**src/include/pcw_pkg.sv**
```systemverilog
// constants and types of the pipe configuration window
package pcw_pkg;

	// ========================================
	// register map
	localparam logic [7:0] PCW_CHOOSER_OFS = 8'h8C;
	localparam logic [7:0] PCW_WINDOW_OFS = 8'h90;
	localparam logic [15:0] PCW_WINDOW_RST = 16'h0000;
	localparam logic [2:0] PCW_CHOOSER_RST = 3'h0;
	localparam logic [2:0] PCW_CHOOSER_NONE = 3'h0;
	localparam logic [2:0] PCW_PIPE_LAST = 3'h6;
	localparam int PCW_NPIPE = 6;

	// ========================================
	// window field positions
	localparam int PCW_B_ENABLE = 15;
	localparam int PCW_B_TOGGLE = 13;
	localparam int PCW_B_BUFRDY = 10;
	localparam int PCW_B_DOUBLE = 9;
	localparam int PCW_B_CONT = 8;
	localparam int PCW_B_DIR = 4;

	// ========================================
	// transfer sizes in bytes and counter reset values
	localparam logic [10:0] PCW_FS_MPS = 11'h040;
	localparam logic [10:0] PCW_HS_MPS = 11'h200;
	localparam logic [10:0] PCW_CONT_LIMIT = 11'h200;
	localparam logic [10:0] PCW_ACC_RST = 11'h000;
	localparam logic [15:0] PCW_PKT_RST = 16'h0000;

	// ========================================
	// types
	typedef struct packed {
		logic pipe_enable;
		logic irq_xfer_toggle_mode;
		logic buf_ready_irq_mode;
		logic double_buffering;
		logic continuous_xfer_mode;
		logic dir_in;
	} pcw_cfg_t;

	typedef enum logic [1:0] {PCW_EV_TX, PCW_EV_WR, PCW_EV_RX, PCW_EV_BUFFER_VALID_FLAG} pcw_evk_t;

	typedef struct packed {
		logic valid;
		logic [2:0] pipe;
		pcw_evk_t kind;
		logic [10:0] bytes;
		logic acked;
	} pcw_ev_t;

	typedef struct packed {
		logic [5:0] tx_done;
		logic [5:0] wr_done;
		logic [5:0] rx_done;
		logic [5:0] pid_toggle;
		logic [5:0] resend;
		logic [5:0] buffer_valid_flag_clear;
		logic [5:0] bufrdy_set;
	} pcw_stat_t;

endpackage

```
**src/design/pcw_top.sv**
```systemverilog
// pipe configuration window with avalon slave and completion tracking
//
// Operation
// - selector value picks pipe one to six
// - bit 15 enables the selected pipe
// - toggle bit works only on pipes five, six
// - toggle off: advance always; without ACK clear valid, flag
// - toggle on: advance on ACK, else resend
// - bit 10 buffer-ready mode, pipes one-four
// - bit 9 double buffering, pipes one, two
// - continuous bit pipes one-four, ignored at HS
// - FS single IN completes at 64 bytes
// - FS single OUT completes at 64 or short
// - FS continuous IN completes at 512 bytes
// - FS continuous OUT: 512, short, or count
// - HS IN completes at 512 or short
// - HS OUT completes at 512 or short
// - bit 4 direction pipes one-four only
// - low bits read endpoint number, read-only
// - resets clear all; bus reset clears 15
// - reserved bits read zero
`timescale 1ns/1ps
module pcw_top import pcw_pkg::*; (
	input wire logic core_clk,
	input wire logic reset,
	input wire logic sw_reset,
	input wire logic usb_bus_reset,
	input wire logic usb_hi_speed,
	input wire logic [15:0] transaction_counter,
	input wire logic [7:0] avs_address,
	input wire logic avs_read,
	input wire logic avs_write,
	input wire logic [31:0] avs_writedata,
	input wire logic [3:0] avs_byteenable,
	output logic [31:0] avs_readdata,
	output logic avs_waitrequest,
	input wire pcw_ev_t xfer_ev,
	output pcw_cfg_t [5:0] pipe_cfg,
	output pcw_stat_t pipe_stat
);

	// ========================================
	// bus slave
	logic wait_q;
	logic [31:0] rdata_q;
	logic [2:0] chooser_q;
	pcw_cfg_t [5:0] cfg_q;
	pcw_stat_t stat_q;

	wire logic req = avs_read | avs_write;
	wire logic wait_d = ~(req & wait_q);
	wire logic wr_commit = avs_write & ~wait_q;
	wire logic rd_take = avs_read & wait_q;
	wire logic hit_chooser = avs_address == PCW_CHOOSER_OFS;
	wire logic hit_window = avs_address == PCW_WINDOW_OFS;
	wire logic win_commit = wr_commit & hit_window;
	wire logic sel_valid = (chooser_q != PCW_CHOOSER_NONE) && (chooser_q <= PCW_PIPE_LAST);
	wire logic [2:0] sel_idx = chooser_q - 3'h1;
	wire pcw_cfg_t sel_cfg = cfg_q[sel_idx];
	wire logic [15:0] win_rd = sel_valid ? {sel_cfg.pipe_enable, 1'h0,
		sel_cfg.irq_xfer_toggle_mode, 2'h0, sel_cfg.buf_ready_irq_mode,
		sel_cfg.double_buffering, sel_cfg.continuous_xfer_mode, 3'h0,
		sel_cfg.dir_in, 1'h0, chooser_q} : 16'h0000;
	wire logic [31:0] rd_mux = hit_window ? {16'h0000, win_rd} :
		hit_chooser ? {29'h0, chooser_q} : 32'h0000_0000;

	always_ff @(posedge core_clk) begin
		if (reset) begin
			wait_q <= 1'h1;
			rdata_q <= 32'h0000_0000;
		end else begin
			wait_q <= wait_d;
			if (rd_take) begin
				rdata_q <= rd_mux;
			end
		end
	end

	always_ff @(posedge core_clk) begin
		if (reset || sw_reset) begin
			chooser_q <= PCW_CHOOSER_RST;
		end else if (wr_commit && hit_chooser && avs_byteenable[0]) begin
			chooser_q <= avs_writedata[2:0];
		end
	end

	assign avs_waitrequest = wait_q;
	assign avs_readdata = rdata_q;

	// ========================================
	// per pipe configuration and completion
	logic [5:0] tx_done_d;
	logic [5:0] wr_done_d;
	logic [5:0] rx_done_d;
	logic [5:0] pid_toggle_d;
	logic [5:0] resend_d;
	logic [5:0] buffer_valid_flag_clear_d;
	logic [5:0] bufrdy_set_d;

	wire logic [10:0] mps = usb_hi_speed ? PCW_HS_MPS : PCW_FS_MPS;
	wire logic be0 = avs_byteenable[0];
	wire logic be1 = avs_byteenable[1];

	for (genvar i = 0; i < PCW_NPIPE; i++) begin : g_pipe
		localparam logic can_toggle = (i >= 4);
		localparam logic can_bufrdy = (i < 4);
		localparam logic can_double = (i < 2);
		localparam logic can_cont = (i < 4);
		localparam logic can_dir = (i < 4);
		logic [10:0] tx_acc_q;
		logic [10:0] wr_acc_q;
		logic [10:0] rx_acc_q;
		logic [15:0] pkt_q;
		pcw_cfg_t c_d;
		pcw_cfg_t c_q;

		wire pcw_cfg_t c = cfg_q[i];
		wire logic sel_wr = win_commit && sel_valid && (chooser_q == 3'(i + 1));
		wire logic cont_eff = c.continuous_xfer_mode & ~usb_hi_speed;
		wire logic [10:0] limit = usb_hi_speed ? PCW_HS_MPS :
			cont_eff ? PCW_CONT_LIMIT : PCW_FS_MPS;
		wire logic is_in = c.dir_in | ~can_dir;
		wire logic ev_hit = xfer_ev.valid && (xfer_ev.pipe == 3'(i + 1)) && c.pipe_enable;
		wire logic short_pkt = xfer_ev.bytes < mps;
		wire logic toggle_off = c.irq_xfer_toggle_mode;
		wire logic tx_hit = ev_hit && (xfer_ev.kind == PCW_EV_TX) && is_in;
		wire logic wr_hit = ev_hit && (xfer_ev.kind == PCW_EV_WR) && is_in;
		wire logic bv_hit = ev_hit && (xfer_ev.kind == PCW_EV_BUFFER_VALID_FLAG) && is_in;
		wire logic rx_hit = ev_hit && (xfer_ev.kind == PCW_EV_RX) && ~is_in;
		wire logic advance = xfer_ev.acked | toggle_off;
		wire logic tx_adv = tx_hit & advance;
		wire logic [11:0] tx_sum = {1'h0, tx_acc_q} + {1'h0, xfer_ev.bytes};
		wire logic [11:0] wr_sum = {1'h0, wr_acc_q} + {1'h0, xfer_ev.bytes};
		wire logic [11:0] rx_sum = {1'h0, rx_acc_q} + {1'h0, xfer_ev.bytes};
		wire logic [15:0] pkt_next = pkt_q + 16'h0001;
		wire logic tx_end = tx_adv && (short_pkt || tx_sum >= {1'h0, limit});
		wire logic wr_end = bv_hit || (wr_hit && wr_sum >= {1'h0, limit});
		wire logic rx_end = rx_hit && (short_pkt || rx_sum >= {1'h0, limit} ||
			(cont_eff && pkt_next == transaction_counter));
		wire logic clr = reset | sw_reset | usb_bus_reset;

		always_comb begin
			c_d = c;
			if (sel_wr && be1) begin
				c_d.pipe_enable = avs_writedata[PCW_B_ENABLE];
				c_d.irq_xfer_toggle_mode = can_toggle & avs_writedata[PCW_B_TOGGLE];
				c_d.buf_ready_irq_mode = can_bufrdy ? avs_writedata[PCW_B_BUFRDY] :
					c.buf_ready_irq_mode;
				c_d.double_buffering = can_double ? avs_writedata[PCW_B_DOUBLE] :
					c.double_buffering;
				c_d.continuous_xfer_mode = can_cont ? avs_writedata[PCW_B_CONT] :
					c.continuous_xfer_mode;
			end
			if (sel_wr && be0 && can_dir) begin
				c_d.dir_in = avs_writedata[PCW_B_DIR];
			end
			if (usb_bus_reset) begin
				c_d.pipe_enable = 1'h0;
			end
		end

		always_ff @(posedge core_clk) begin
			if (reset || sw_reset) begin
				c_q <= pcw_cfg_t'(PCW_WINDOW_RST[5:0]);
			end else begin
				c_q <= c_d;
			end
		end

		assign cfg_q[i] = c_q;

		always_ff @(posedge core_clk) begin
			if (clr) begin
				tx_acc_q <= PCW_ACC_RST;
				wr_acc_q <= PCW_ACC_RST;
				rx_acc_q <= PCW_ACC_RST;
				pkt_q <= PCW_PKT_RST;
			end else begin
				if (tx_adv) begin
					tx_acc_q <= tx_end ? PCW_ACC_RST : tx_sum[10:0];
				end
				if (wr_hit || bv_hit) begin
					wr_acc_q <= wr_end ? PCW_ACC_RST : wr_sum[10:0];
				end
				if (rx_hit) begin
					rx_acc_q <= rx_end ? PCW_ACC_RST : rx_sum[10:0];
					pkt_q <= rx_end ? PCW_PKT_RST : pkt_next;
				end
			end
		end

		assign tx_done_d[i] = tx_end;
		assign wr_done_d[i] = wr_end;
		assign rx_done_d[i] = rx_end;
		assign pid_toggle_d[i] = tx_adv;
		assign resend_d[i] = tx_hit & ~advance;
		assign buffer_valid_flag_clear_d[i] = tx_hit & toggle_off & ~xfer_ev.acked;
		assign bufrdy_set_d[i] = tx_hit & toggle_off & ~xfer_ev.acked;
	end

	always_ff @(posedge core_clk) begin
		if (reset) begin
			stat_q <= '0;
		end else begin
			stat_q <= '{tx_done: tx_done_d, wr_done: wr_done_d, rx_done: rx_done_d,
				pid_toggle: pid_toggle_d, resend: resend_d,
				buffer_valid_flag_clear: buffer_valid_flag_clear_d, bufrdy_set: bufrdy_set_d};
		end
	end

	assign pipe_cfg = cfg_q;
	assign pipe_stat = stat_q;

	wire logic plain_win_wr = win_commit && !usb_bus_reset && !sw_reset;
	wire logic ev_p5_tx = xfer_ev.valid && xfer_ev.pipe == 3'h5 &&
		xfer_ev.kind == PCW_EV_TX && cfg_q[4].pipe_enable && !xfer_ev.acked;
endmodule

```
**config.mk**
```make
export PLATFORM = sky130hd
export DESIGN_NAME = pcw_top
export DESIGN_NICKNAME = d
export VERILOG_FILES = /design/src/include/pcw_pkg.sv /design/src/design/pcw_top.sv
export SDC_FILE = /design/constraint.sdc
export NUM_CORES = 1
export LEC_CHECK = 0
export ABC_CLOCK_PERIOD_IN_PS = 4200
export BUFFER_PORTS_ARGS = -buffer_cell sky130_fd_sc_hd__buf_2
export CAP_MARGIN = 30
export CORE_MARGIN = 8
export CORE_UTILIZATION = 50
export CTS_CLUSTER_SIZE = 12
export DETAILED_ROUTE_END_ITERATION = 10
export HOLD_SLACK_MARGIN = 0.1
export PLACE_DENSITY = 0.69
export SLEW_MARGIN = 40
export SYNTH_ARGS = -nofsm -noshare
export SYNTH_HDL_FRONTEND = slang
export SYNTH_SLANG_ARGS = --single-unit
```
**constraint.sdc**
```tcl
create_clock -name core_clk -period 4.2 [get_ports core_clk]
set_input_delay 0.63 -clock core_clk [delete_from_list [all_inputs] [get_ports core_clk]]
set_output_delay 0.63 -clock core_clk [all_outputs]
set_load 0.1 [all_outputs]
```
==> impl_metrics.json <==
{
  "final_cell_mix": "nor2_1 (306), nand2_1 (305), dfxtp_1 (305)",
  "critPathBufInv": 2,
  "irDropWorstVdd_v": 0.000246,
  "p_switching_uw": 1950,
  "r2r-start": "g_pipe[0].rx_acc_q[4]",
  "syn_to_final_growth_pct": 15.6,
  "synth.area.top_cells": "dfxtp_1 (28%), ha_1 (13%), xnor2_1 (5.7%), nor2_1 (5.4%), nand2_1 (5.3%)",
  "wl_mm": 66.4,
  "synth-edff-count": 0,
  "fin_setup_tns_ns": 0,
  "hpwl_mm": 50.2,
  "yosysSeqAreaShare_pct": 28.4,
  "ctsResizeCount": 0,
  "setup_viol": 0,
  "via_per_inst": 5.88,
  "cts_buffers": 37,
  "yosysUniqueCellTypes": 94,
  "ios": 196,
  "clock_skew_ns": 0.0198,
  "drt_iter0_drc": 1575,
  "crit_path_max_incr_delay_ns": 0.38,
  "routabilityCongestion": 0.950,
  "synth-seq-cells": 305,
  "vias": 20400,
  "period_share_pct": 93.0,
  "path_class": "reg -> reg",
  "cp_max_fo": 2,
  "pre_cts_ws_ns": -0.276,
  "die_x_um": 223,
  "cp.required_ns": 4.64,
  "comb_power_share_pct": 13.4,
  "status": "finished, final reports clean",
  "seqPwrFrac_pct": 41.5,
  "arrival_ns": 4.35,
  "critical-path-slowest-cell": "a311o_1",
  "yosysTopAreaCellShare_pct": 28.4,
  "dieHeight_um": 223,
  "maxSlewViolCount": 0,
  "crit_chain": "ha_1 > a2111oi_1 > buf_4 > o21ai_0 > nand2_1 > o21bai_1 > a21oi_1 > xnor2_1 > ha_1 > a211o_1 > a2111oi_1 > nand2_1 > a311o_1 > buf_4 > nor4_1 > nor2_1 > a311oi_1",
  "synth_area_leader_cell": "dfxtp_1",
  "grt_pass1_vias": 20000,
  "internal_power_uw": 5030,
  "cp_top_family": "compound AO/OA/AOI/OAI gates",
  "layout_commonest_cell": "nor2_1",
  "hold_buffers": 0,
  "grt_max_degree": 45,
  "antenna_found_initial": 7,
  "syn_area_mm2": 0.0215,
  "ctsLongestPathBuffers": 3,
  "hold_depth": 2,
  "drive_gt1_share_pct": 14.1,
  "start_kind": "flip-flop",
  "n_fill_cell": 3842,
  "seq_area_mm2": 0.00611,
  "cts_sinks": 305,
  "drv_cap": 0,
  "fp.coreArea_mm2": 0.0428,
  "synthFlopType": "dfxtp_1",
  "hold_viol_final": 0,
  "start_util_pct": 50.3,
  "reg2reg_slack_ns": 0.29,
  "synthArstFlopShare_pct": 0,
  "hold_path_class": "in -> reg",
  "avgSynthCellArea_um2": 8.09,
  "dieArea_mm2": 0.0499,
  "rows": 76,
  "max_freq_mhz": 256,
  "ys.warnings.count": 0,
  "grt_usage_pct": 26.0,
  "worstHoldStart": "avs_read",
  "maxSlewHeadroom_pct": 42.2,
  "timing.rr.end": "g_pipe[0].pkt_q[15]",
  "cts_tree": "done",
  "drtAntennaViolNets": 0,
  "gr-total-overflow": 0,
  "clk_latency_ns": 0.55,
  "io_buffers": 123,
  "fin_nets": 3207,
  "clk_pin_slew_ns": 0.06,
  "cp-end-kind": "flip-flop",
  "r2r_cells": 17,
  "clock_power_share_pct": 45.1,
  "h-tree-depth": 2,
  "p_leak_uw": 0.0103,
  "cts_root_buf": "clkbuf_16",
  "hold_end": "avs_waitrequest",
  "tightest_slew_ns": 0.861,
  "drcViolationCount": 0,
  "netSwitchingFraction_pct": 27.9,
  "dr.pass1.iters": 5,
  "min_period_ns": 3.91,
  "setup_ws_ns": 0.293,
  "p_per_area_mw_per_mm2": 281,
  "netlist_instances": 2659,
  "grt_pass1_wl_mm": 105,
  "multi_input_area_mm2": 0.0146,
  "post-cts-setup-buffers": 0,
  "wire_per_inst_um": 19.2
}
## routing by layer
layer	global-route usage [%]	up-vias	part of all wire, %
li1	-	9947	-
met3	4.49	183	7.1
met2	43.1	618	46
met5	0	-	0
met1	32.4	9643	42
met4	12.3	0	4.8
## worst max-delay path by stage
| stage | cells past startpoint | endpoint | slack, ns | startpoint |
|---|---|---|---|---|
| detailed placement | 18 | g_pipe[0].pkt_q[15] | -0.28 | xfer_ev[2] |
| global placement | 17 | g_pipe[3].pkt_q[2] | -0.14 | xfer_ev[2] |
| CTS | 17 | g_pipe[0].pkt_q[15] | 0.26 | g_pipe[0].rx_acc_q[4] |
| floorplan | 16 | g_pipe[1].pkt_q[4] | 0.37 | xfer_ev[2] |
| finish | 17 | g_pipe[0].pkt_q[15] | 0.29 | g_pipe[0].rx_acc_q[4] |
| global route | 17 | g_pipe[0].pkt_q[15] | -0.05 | g_pipe[0].rx_acc_q[4] |
## worst reg2reg max path, delay by kind of cell (launching register included)
kind | cells | cell delay [ns]
AOI/OAI and AO/OA | 8 | 2.00
xor gates and xnor gates | 1 | 0.11
adders and majority gates | 2 | 0.49
buffers and inverters | 2 | 0.34
DFF | 1 | 0.31
and+or+nand+nor | 4 | 0.58
## Yosys cell counts (11+ instances only)
| master | count |
|---|---|
| or3_1 | 21 |
| buf_2 | 16 |
| nand4_1 | 34 |
| and2_1 | 13 |
| nand3_1 | 106 |
| nor2_1 | 308 |
| o21ai_0 | 78 |
| mux2i_1 | 40 |
| and3_1 | 26 |
| a31oi_1 | 24 |
| nor3_1 | 81 |
| a211o_1 | 14 |
| nor4_1 | 32 |
| o21a_1 | 26 |
| a21o_1 | 35 |
| xor2_1 | 98 |
| nand2_1 | 305 |
| fa_1 | 16 |
| a21oi_1 | 212 |
| o31ai_1 | 11 |
| o21bai_1 | 12 |
| a211oi_1 | 41 |
| inv_1 | 59 |
| buf_4 | 58 |
| dfxtp_1 | 305 |
| ha_1 | 218 |
| xnor2_1 | 140 |
| nor2b_1 | 20 |
| clkbuf_1 | 73 |
| o211ai_1 | 18 |
| or2_2 | 12 |
| or4_1 | 18 |
## power by group through the flow
stage                     sequential, uW  clock, uW  combinational (uW)
final                               2900       3150                 936
after global routing                2890       3330                 998
after CTS                           2900       3220                 923
after detailed placement            2960          0                 919
after global placement              2960          0                 899
after floorplan                     2960          0                 625
## through the flow
step                      cell area, um^2  power (uW)  hold WS, ns  utilization (%)  cells
after detailed placement            23700        3880        0.433             55.3   3395
after floorplan                     21700        3590        0.413                -   2705
after CTS                           24800        7040        0.263             58.1   3461
after global placement              23700        3860        0.424             55.3   3395
final                               24900        6980        0.291             58.1   3467
after global routing                24900        7230        0.293             58.1   3461
## kinds of logic after synthesis
family | Yosys count | share of synthesized area [%]
AND/OR/NAND/NOR | 1031 | 22.5
AO/OA/AOI/OAI | 589 | 17.9
flip-flops | 305 | 28.4
XOR/XNOR | 238 | 9.69
adder cells (fa/ha/maj) | 234 | 14.2
buffers and inverters | 213 | 4.90
multiplexers | 48 | 2.49
other | 1 | 0.0174
## state kept, by name, summed over array words and instances, names as in the netlist
name	count
g_pipe.tx_acc_q	66
g_pipe.wr_acc_q	66
g_pipe.pkt_q	64
g_pipe.rx_acc_q	44
pipe_stat	30
pipe_cfg	16
avs_readdata	9
g_pipe.is_in	4
chooser_q	3
g_pipe.toggle_off	2
avs_waitrequest	1
## final cells by class
type | count | share of cell area (%)
Antenna cell | 6 | 0.0604
Clock buffer | 58 | 4.53
Clock inverter | 8 | 0.176
Inverter | 60 | 0.906
Multi-Input combinational cell | 2187 | 58.7
Sequential cell | 305 | 24.5
Tap cell | 546 | 2.75
Timing Repair Buffer | 297 | 8.33
No activity file was read; power rests on OpenSTA's default activity.
